--- src/design/sli_pkg.sv ---
// Summary of operation
// - Above about 75 degrees the power stage stops and the error flag sets.
// - After a trip, work resumes once cool and a fault-reset is received.
// - Without faults the power indicator pulses green once every second.
// - Any error turns the power indicator red, flashing the error class.
// - Count 1 general, 2 voltage, 3 temp, 4 overcurrent, 5 ctrl, 6 watchdog.
// - The link indicator is lit while cabled and flickers during traffic.
// - The run indicator is off in the INIT state.
// - The run indicator blinks in the PRE-OPERATIONAL state.
// - The run indicator single-flashes in the SAFE-OPERATIONAL state.
// - The run indicator flickers before INIT and while loading firmware.
// - The run indicator is steadily lit in the OPERATIONAL state.
// - Fault indicator: off, blink bad config, double watchdog, lit on hang.
// - The fault indicator single-flashes after a local-error state change.
// - The fault indicator triple-flashes on an application error.
// - The fault indicator flickers on a booting error.
package sli_pkg;
	timeunit 1ns;
	timeprecision 1ns;
	// ****************************************
	// Timing
	// ****************************************
	localparam int unsigned CLK_HZ = 10_000_000;
	localparam int unsigned TICK_US = 50;
	localparam int unsigned TICK_CYC = CLK_HZ / 1_000_000 * TICK_US;
	// Pattern slots in 50 us ticks
	localparam int unsigned FLICKER_US = 50_000;
	localparam int unsigned FLICKER_TICKS = FLICKER_US / TICK_US;
	localparam int unsigned BLINK_US = 200_000;
	localparam int unsigned BLINK_TICKS = BLINK_US / TICK_US;
	localparam int unsigned BEAT_US = 1_000_000;
	localparam int unsigned BEAT_TICKS = BEAT_US / TICK_US;
	localparam int unsigned PULSE_US = 100_000;
	localparam int unsigned PULSE_TICKS = PULSE_US / TICK_US;
	// Slots of 200 ms: fieldbus flash frame is 5 slots after the last flash
	localparam logic [3:0] FLASH_GAP_SLOTS = 4'h5;
	// Red count frame: pause of 4 slots after the last flash
	localparam logic [4:0] COUNT_GAP_SLOTS = 5'h04;

	// ****************************************
	// Codes
	// ****************************************
	typedef enum logic [2:0] {
		SLI_ST_BOOT,
		SLI_ST_INIT,
		SLI_ST_PREOP,
		SLI_ST_SAFEOP,
		SLI_ST_OP
	} sli_slave_t;

	localparam logic [2:0] CLS_GENERAL = 3'h1;
	localparam logic [2:0] CLS_VOLTAGE = 3'h2;
	localparam logic [2:0] CLS_TEMP = 3'h3;
	localparam logic [2:0] CLS_OVERCUR = 3'h4;
	localparam logic [2:0] CLS_CTRL = 3'h5;
	localparam logic [2:0] CLS_WDOG = 3'h6;
endpackage : sli_pkg

--- src/design/sli_status_led.sv ---
module sli_status_led #(
	parameter int unsigned TICK_CYC = sli_pkg::TICK_CYC, // Cycles per tick
	parameter int unsigned BLINK_TICKS = sli_pkg::BLINK_TICKS, // Slot length
	parameter int unsigned FLICKER_TICKS = sli_pkg::FLICKER_TICKS, // Flicker
	parameter int unsigned BEAT_TICKS = sli_pkg::BEAT_TICKS, // Heartbeat
	parameter int unsigned PULSE_TICKS = sli_pkg::PULSE_TICKS // Green pulse
) (
	input wire logic clk_sys_i, // System clock
	input wire logic reset_n_i, // Sync reset, low
	input wire logic temp_trip_i, // Board above trip temp
	input wire logic fault_reset_i, // Fault-reset command pulse
	input wire logic err_general_i, // General error
	input wire logic err_voltage_i, // Voltage error
	input wire logic err_overcur_i, // Overcurrent error
	input wire logic err_ctrl_i, // Controller error
	input wire logic err_wdog_i, // Watchdog reset error
	input wire logic link_up_i, // Cable connected
	input wire logic link_act_i, // Frame traffic
	input wire sli_pkg::sli_slave_t slave_state_i, // Slave state
	input wire logic bootloader_i, // Firmware loading
	input wire logic fb_cfg_err_i, // Invalid configuration
	input wire logic fb_local_err_i, // Local error state change
	input wire logic fb_wdog_err_i, // Watchdog timeout
	input wire logic fb_app_err_i, // Application error
	input wire logic fb_boot_err_i, // Booting error
	input wire logic fb_ctrl_fail_i, // Controller not responding
	output logic power_stage_en_o, // Power stage enable
	output logic temp_fault_o, // Overtemp error flag
	output logic power_green_o, // Power indicator green
	output logic power_red_o, // Power indicator red
	output logic link_indicator_o, // Link indicator
	output logic run_indicator_o, // Run indicator
	output logic fault_indicator_o // Fault indicator
);
	timeunit 1ns;
	timeprecision 1ns;
	// ****************************************
	// Tick and slot dividers
	// ****************************************
	logic [15:0] pre_reg;
	logic [15:0] slot_reg;
	logic [15:0] flk_reg;
	logic [15:0] beat_reg;
	logic tick;
	logic slot_end;
	logic flk_end;
	logic beat_end;
	assign tick = (pre_reg == 16'(TICK_CYC - 1));
	assign slot_end = tick && (slot_reg == 16'(BLINK_TICKS - 1));
	assign flk_end = tick && (flk_reg == 16'(FLICKER_TICKS - 1));
	assign beat_end = tick && (beat_reg == 16'(BEAT_TICKS - 1));

	always_ff @(posedge clk_sys_i)
	begin
		if (!reset_n_i)
		begin
			pre_reg <= '0;
			slot_reg <= '0;
			flk_reg <= '0;
			beat_reg <= '0;
		end
		else
		begin
			pre_reg <= tick ? '0 : pre_reg + 16'h0001;
			if (tick)
			begin
				slot_reg <= slot_end ? '0 : slot_reg + 16'h0001;
				flk_reg <= flk_end ? '0 : flk_reg + 16'h0001;
				beat_reg <= beat_end ? '0 : beat_reg + 16'h0001;
			end
		end
	end

	// ****************************************
	// Blink, flicker and flash frames
	// ****************************************
	logic blink_reg;
	logic flicker_reg;
	logic [3:0] fslot_reg;
	logic single_w;
	logic double_w;
	logic triple_w;
	logic [3:0] flash_len;
	// Frame: n flashes on even slots, then a long off gap
	assign flash_len = 4'h6 + sli_pkg::FLASH_GAP_SLOTS;
	assign single_w = (fslot_reg == 4'h0);
	assign double_w = (fslot_reg == 4'h0) || (fslot_reg == 4'h2);
	assign triple_w = double_w || (fslot_reg == 4'h4);

	always_ff @(posedge clk_sys_i)
	begin
		if (!reset_n_i)
		begin
			blink_reg <= 1'b0;
			flicker_reg <= 1'b0;
			fslot_reg <= '0;
		end
		else
		begin
			if (slot_end)
			begin
				blink_reg <= ~blink_reg;
				fslot_reg <= (fslot_reg == flash_len - 4'h1) ? '0
					: fslot_reg + 4'h1;
			end
			if (flk_end)
				flicker_reg <= ~flicker_reg;
		end
	end

	// ****************************************
	// Overtemperature latch
	// ****************************************
	logic temp_fault_reg;
	always_ff @(posedge clk_sys_i)
	begin
		if (!reset_n_i)
			temp_fault_reg <= 1'b0;
		else if (temp_trip_i)
			temp_fault_reg <= 1'b1;
		else if (fault_reset_i)
			temp_fault_reg <= 1'b0;
	end

	// ****************************************
	// Power indicator
	// ****************************************
	logic [2:0] err_cls;
	logic any_err;
	// Lowest class wins when several are active
	assign err_cls = err_general_i ? sli_pkg::CLS_GENERAL
		: err_voltage_i ? sli_pkg::CLS_VOLTAGE
		: temp_fault_reg ? sli_pkg::CLS_TEMP
		: err_overcur_i ? sli_pkg::CLS_OVERCUR
		: err_ctrl_i ? sli_pkg::CLS_CTRL
		: err_wdog_i ? sli_pkg::CLS_WDOG : 3'h0;
	assign any_err = (err_cls != 3'h0);

	logic [4:0] cslot_reg;
	logic [2:0] cls_reg;
	logic [4:0] count_len;
	logic count_on;
	// Class latched per frame so a switch to another class never cuts a count short
	assign count_len = {1'b0, cls_reg, 1'b0} + sli_pkg::COUNT_GAP_SLOTS;
	assign count_on = !cslot_reg[0] && (cslot_reg[4:1] < {1'b0, cls_reg});

	always_ff @(posedge clk_sys_i)
	begin
		if (!reset_n_i)
		begin
			cslot_reg <= '0;
			cls_reg <= '0;
		end
		else if (!any_err)
		begin
			cslot_reg <= '0;
			cls_reg <= '0;
		end
		else if (cls_reg == 3'h0)
			cls_reg <= err_cls;
		else if (slot_end)
		begin
			if (cslot_reg >= count_len - 5'h01)
			begin
				cslot_reg <= '0;
				cls_reg <= err_cls;
			end
			else
				cslot_reg <= cslot_reg + 5'h01;
		end
	end

	// ****************************************
	// Fieldbus indicators
	// ****************************************
	logic run_w;
	logic fault_w;
	always_comb
	begin
		run_w = 1'b0;
		if (bootloader_i)
			run_w = flicker_reg;
		else
			unique case (slave_state_i)
				sli_pkg::SLI_ST_BOOT: run_w = flicker_reg;
				sli_pkg::SLI_ST_INIT: run_w = 1'b0;
				sli_pkg::SLI_ST_PREOP: run_w = blink_reg;
				sli_pkg::SLI_ST_SAFEOP: run_w = single_w;
				sli_pkg::SLI_ST_OP: run_w = 1'b1;
				default: run_w = 1'b0;
			endcase
	end

	// Most severe condition shown first
	assign fault_w = fb_ctrl_fail_i ? 1'b1
		: fb_boot_err_i ? flicker_reg
		: fb_wdog_err_i ? double_w
		: fb_app_err_i ? triple_w
		: fb_local_err_i ? single_w
		: fb_cfg_err_i ? blink_reg : 1'b0;

	// ****************************************
	// Output registers
	// ****************************************
	always_ff @(posedge clk_sys_i)
	begin
		if (!reset_n_i)
		begin
			power_stage_en_o <= 1'b0;
			temp_fault_o <= 1'b0;
			power_green_o <= 1'b0;
			power_red_o <= 1'b0;
			link_indicator_o <= 1'b0;
			run_indicator_o <= 1'b0;
			fault_indicator_o <= 1'b0;
		end
		else
		begin
			power_stage_en_o <= !temp_fault_reg && !temp_trip_i;
			temp_fault_o <= temp_fault_reg || temp_trip_i;
			power_green_o <= !any_err && (beat_reg < 16'(PULSE_TICKS));
			power_red_o <= any_err && (cls_reg != 3'h0) && count_on;
			link_indicator_o <= link_up_i
				&& !(link_act_i && flicker_reg);
			run_indicator_o <= run_w;
			fault_indicator_o <= fault_w;
		end
	end
endmodule : sli_status_led

--- config.mk ---
export PLATFORM = sky130hd
export DESIGN_NAME = sli_status_led
export DESIGN_NICKNAME = d
export VERILOG_FILES = /design/src/design/sli_pkg.sv /design/src/design/sli_status_led.sv
export SDC_FILE = /design/constraint.sdc
export NUM_CORES = 1
export LEC_CHECK = 0
export BUFFER_PORTS_ARGS = -buffer_cell sky130_fd_sc_hd__buf_2
export CELL_PAD_IN_SITES_DETAIL_PLACEMENT = 1
export CELL_PAD_IN_SITES_GLOBAL_PLACEMENT = 1
export CORE_AREA = 3 3 106 108
export DETAILED_ROUTE_END_ITERATION = 12
export DIE_AREA = 0 0 109 111
export PLACE_DENSITY_LB_ADDON = 0.1
export SYNTH_ARGS = -nofsm -noshare
export SYNTH_HDL_FRONTEND = slang
export SYNTH_SLANG_ARGS = --single-unit
--- constraint.sdc ---
create_clock -name clk_sys_i -period 2.2 [get_ports clk_sys_i]
set_input_delay 0.11 -clock clk_sys_i [delete_from_list [all_inputs] [get_ports clk_sys_i]]
set_output_delay 0.11 -clock clk_sys_i [all_outputs]
set_load 0.02 [all_outputs]
==> metrics.csv <==
metric,value,unit
outcome,"complete, no violations",
Setup WS post-layout,0.1338,ns
Async SR Flop Fraction,0,
"worst slack, placed",0.05373,ns
"top cells by count, synth","86 x dfxtp_1, 71 x nor2_1, 37 x nand2_1, 37 x xnor2_1, 24 x nor3_1",
WL per Instance,14.94,microns
top_reg_cell synth,dfxtp_1,
Final min period,2.066,ns
via count,3619,
VDD IR-drop max,0.3969,mV
Syn Area/Cell,8.528,sq um
synthesized cell area,0.004213,sq mm
total leakage power,1.769,nW
dominant cell by count in the synthesized netlist,dfxtp_1,
syn nets,529,
Fin. Hold Viols,0,
Port Buffer Count,27,
Total Routed Length,10.21,mm
Slew headroom,0.6505,
Core Footprint,0.01032,sq mm
ANT cells,0,
fmax,0.4840,GHz
nets,577,
Clock Tree Root,clkbuf_8,
Die Width,109,microns
Pwr Total,3.053,mW
DRT Pass-1 Iters,4,
CP Capture Type,register,
Worst-Margin Slew,0.5232,ns
number of cell rows,37,
starting density of the core,0.4081,
Vias/cell,5.299,
first-pass GRT wire length,17.61,mm
layout cells sized above 1,0.1444,
period utilization,0.9392,
DRC Markers,0,
Max-Cap Viols,0,
Die Y,111,microns
initial antenna violation count,0,
clk slew on worst S/H paths,0.09,ns
min-delay worst type,input pin to register,
Syn Inst Count,494,
1st-iter DRT viols,131,
Max clock buf depth,2,
htree depth,3,
Total GRT Usage,0.1796,
latest clock arrival within the worst-skew pair,0.37,ns
CP arrival,2.36,ns
Seq cells post-synth,86,
Post-synth EDFFs,0,
"Slew Viols, Final",0,
Pwr Density,619.4,mW/mm^2
number of global-route vias before repair,3787,
cell taking the most area after synthesis,dfxtp_1,
# IOs,28,
CP startpoint kind,register,
synthesis-to-finish area growth,17.02,%
Setup Viol. Count Final,0,
Post-DRT Antenna Nets,0,
Cell variety after synth,49,
area share of the largest cell type after synthesis,0.4087,
"top cells by area, synth","dfxtp_1 41%, xnor2_1 7.7%, nor2_1 6.3%, xor2_1 4.4%, ha_1 4.2%",
largest net degree at the start of global routing,25,
CTS Sinks,86,
register area share after synthesis,0.4087,
CTS buffer count,9,
WP data required,2.50,ns
crit-path max FO,5,
TritonCTS clock tree,done,
grt total ovfl,0,
Die Footprint,0.01210,sq mm
Yosys warning total,0,
clk_skew,0.007394,ns
DP HPWL,7.358,mm
Placer Congestion,0.7885,
WS Path Type,register to register,
[logic make-up after synthesis]
family	count (synthesis)	share of synthesized area
simple gates	252	0.3136
flops	86	0.4087
compound gates	48	0.07693
mux	2	0.005049
fa+ha+maj	14	0.04158
buf+inv	34	0.03356
xor+xnor	58	0.1206
[power by group]
part | total [mW] | leakage [nW] | internal, mW | switching, mW
clock | 1.20 | 0.105 | 0.553 | 0.649
combinational | 0.257 | 0.967 | 0.113 | 0.145
sequential | 1.59 | 0.697 | 1.58 | 0.0138
total | 3.05 | 1.77 | 2.25 | 0.808
[routing by layer]
metal  up-vias  share of wire  global-route usage
li1       1829              -                   -
met1      1738           0.46              0.2192
met3        21          0.020             0.04019
met5         -              0                   0
met2        31           0.49              0.3018
met4         0          0.024             0.07155
[through the flow]
step	hold WS, ns	cell area, sq um	util	std cells	TNS (ns)
2_1_floorplan	0.1858	4213	-	494	0
3_3_place_gp	0.2875	4596	0.4452	659	0
3_5_place_dp	0.3004	4596	0.4452	659	0
4_1_cts	0.002648	4886	0.4733	683	0
5_1_grt	0.01299	4930	0.4775	683	-0.03355
6_report	0.02056	4930	0.4775	683	0
[cells in the final DEF, fill, tap and decap left out, types with 2 or more instances in the layout]
cell type,instances
nor4_1,19
dfxtp_1,83
o21ai_0,10
nor2b_1,7
nor4_2,3
buf_2,27
nand2_1,37
or4_1,3
nor3_1,23
dlygate4sd3_1,7
ha_1,13
nand3_1,21
and4_1,9
inv_1,17
nand3b_1,2
inv_8,2
nand4_1,22
dfxtp_2,2
nor2_1,71
a211oi_1,2
a21boi_0,4
o31ai_1,5
clkbuf_8,9
a21oi_1,14
nand2b_1,2
inv_6,3
and3_1,5
or3_1,7
buf_4,19
xnor2_1,37
and2_1,9
nor3b_1,3
xor2_1,21
[final cells by class]
type,count,area [sq um]
fillers,1229,5394
multi-input cells,374,2390
flip-flops and latches,86,1728
repair buffers,54,367.9
well taps,136,170.2
clock buffers,9,123.9
clock inverters,7,86.33
inverters,17,63.81
[critical path, cell delays in order, from the launching register on]
cell	delay (ns)
dfxtp_2	0.33
buf_4	0.14
ha_1	0.20
xnor2_1	0.13
ha_1	0.27
nand2_1	0.07
a21oi_1	0.05
o311a_1	0.35
or3_1	0.33
a21oi_1	0.13
[worst paths after layout]
check,startpoint,endpoint,slack (ns),cells after the start
worst min-delay path,err_general_i,cls_reg[1],0.02,3
worst max-delay path,cls_reg[0],cls_reg[0],0.13,9
worst min register to register,pre_reg[0],pre_reg[0],0.50,1
worst max register to register,cls_reg[0],cls_reg[0],0.13,9
[timing repair]
item / CTS / global route
hold endpoints to repair: 6 / 0
hold buffers: 8 / 0
buffers inserted: 0 / 1
resized for setup: 0 / 10
setup endpoints to repair: 0 / 8
(Power assumes the default switching activity.)
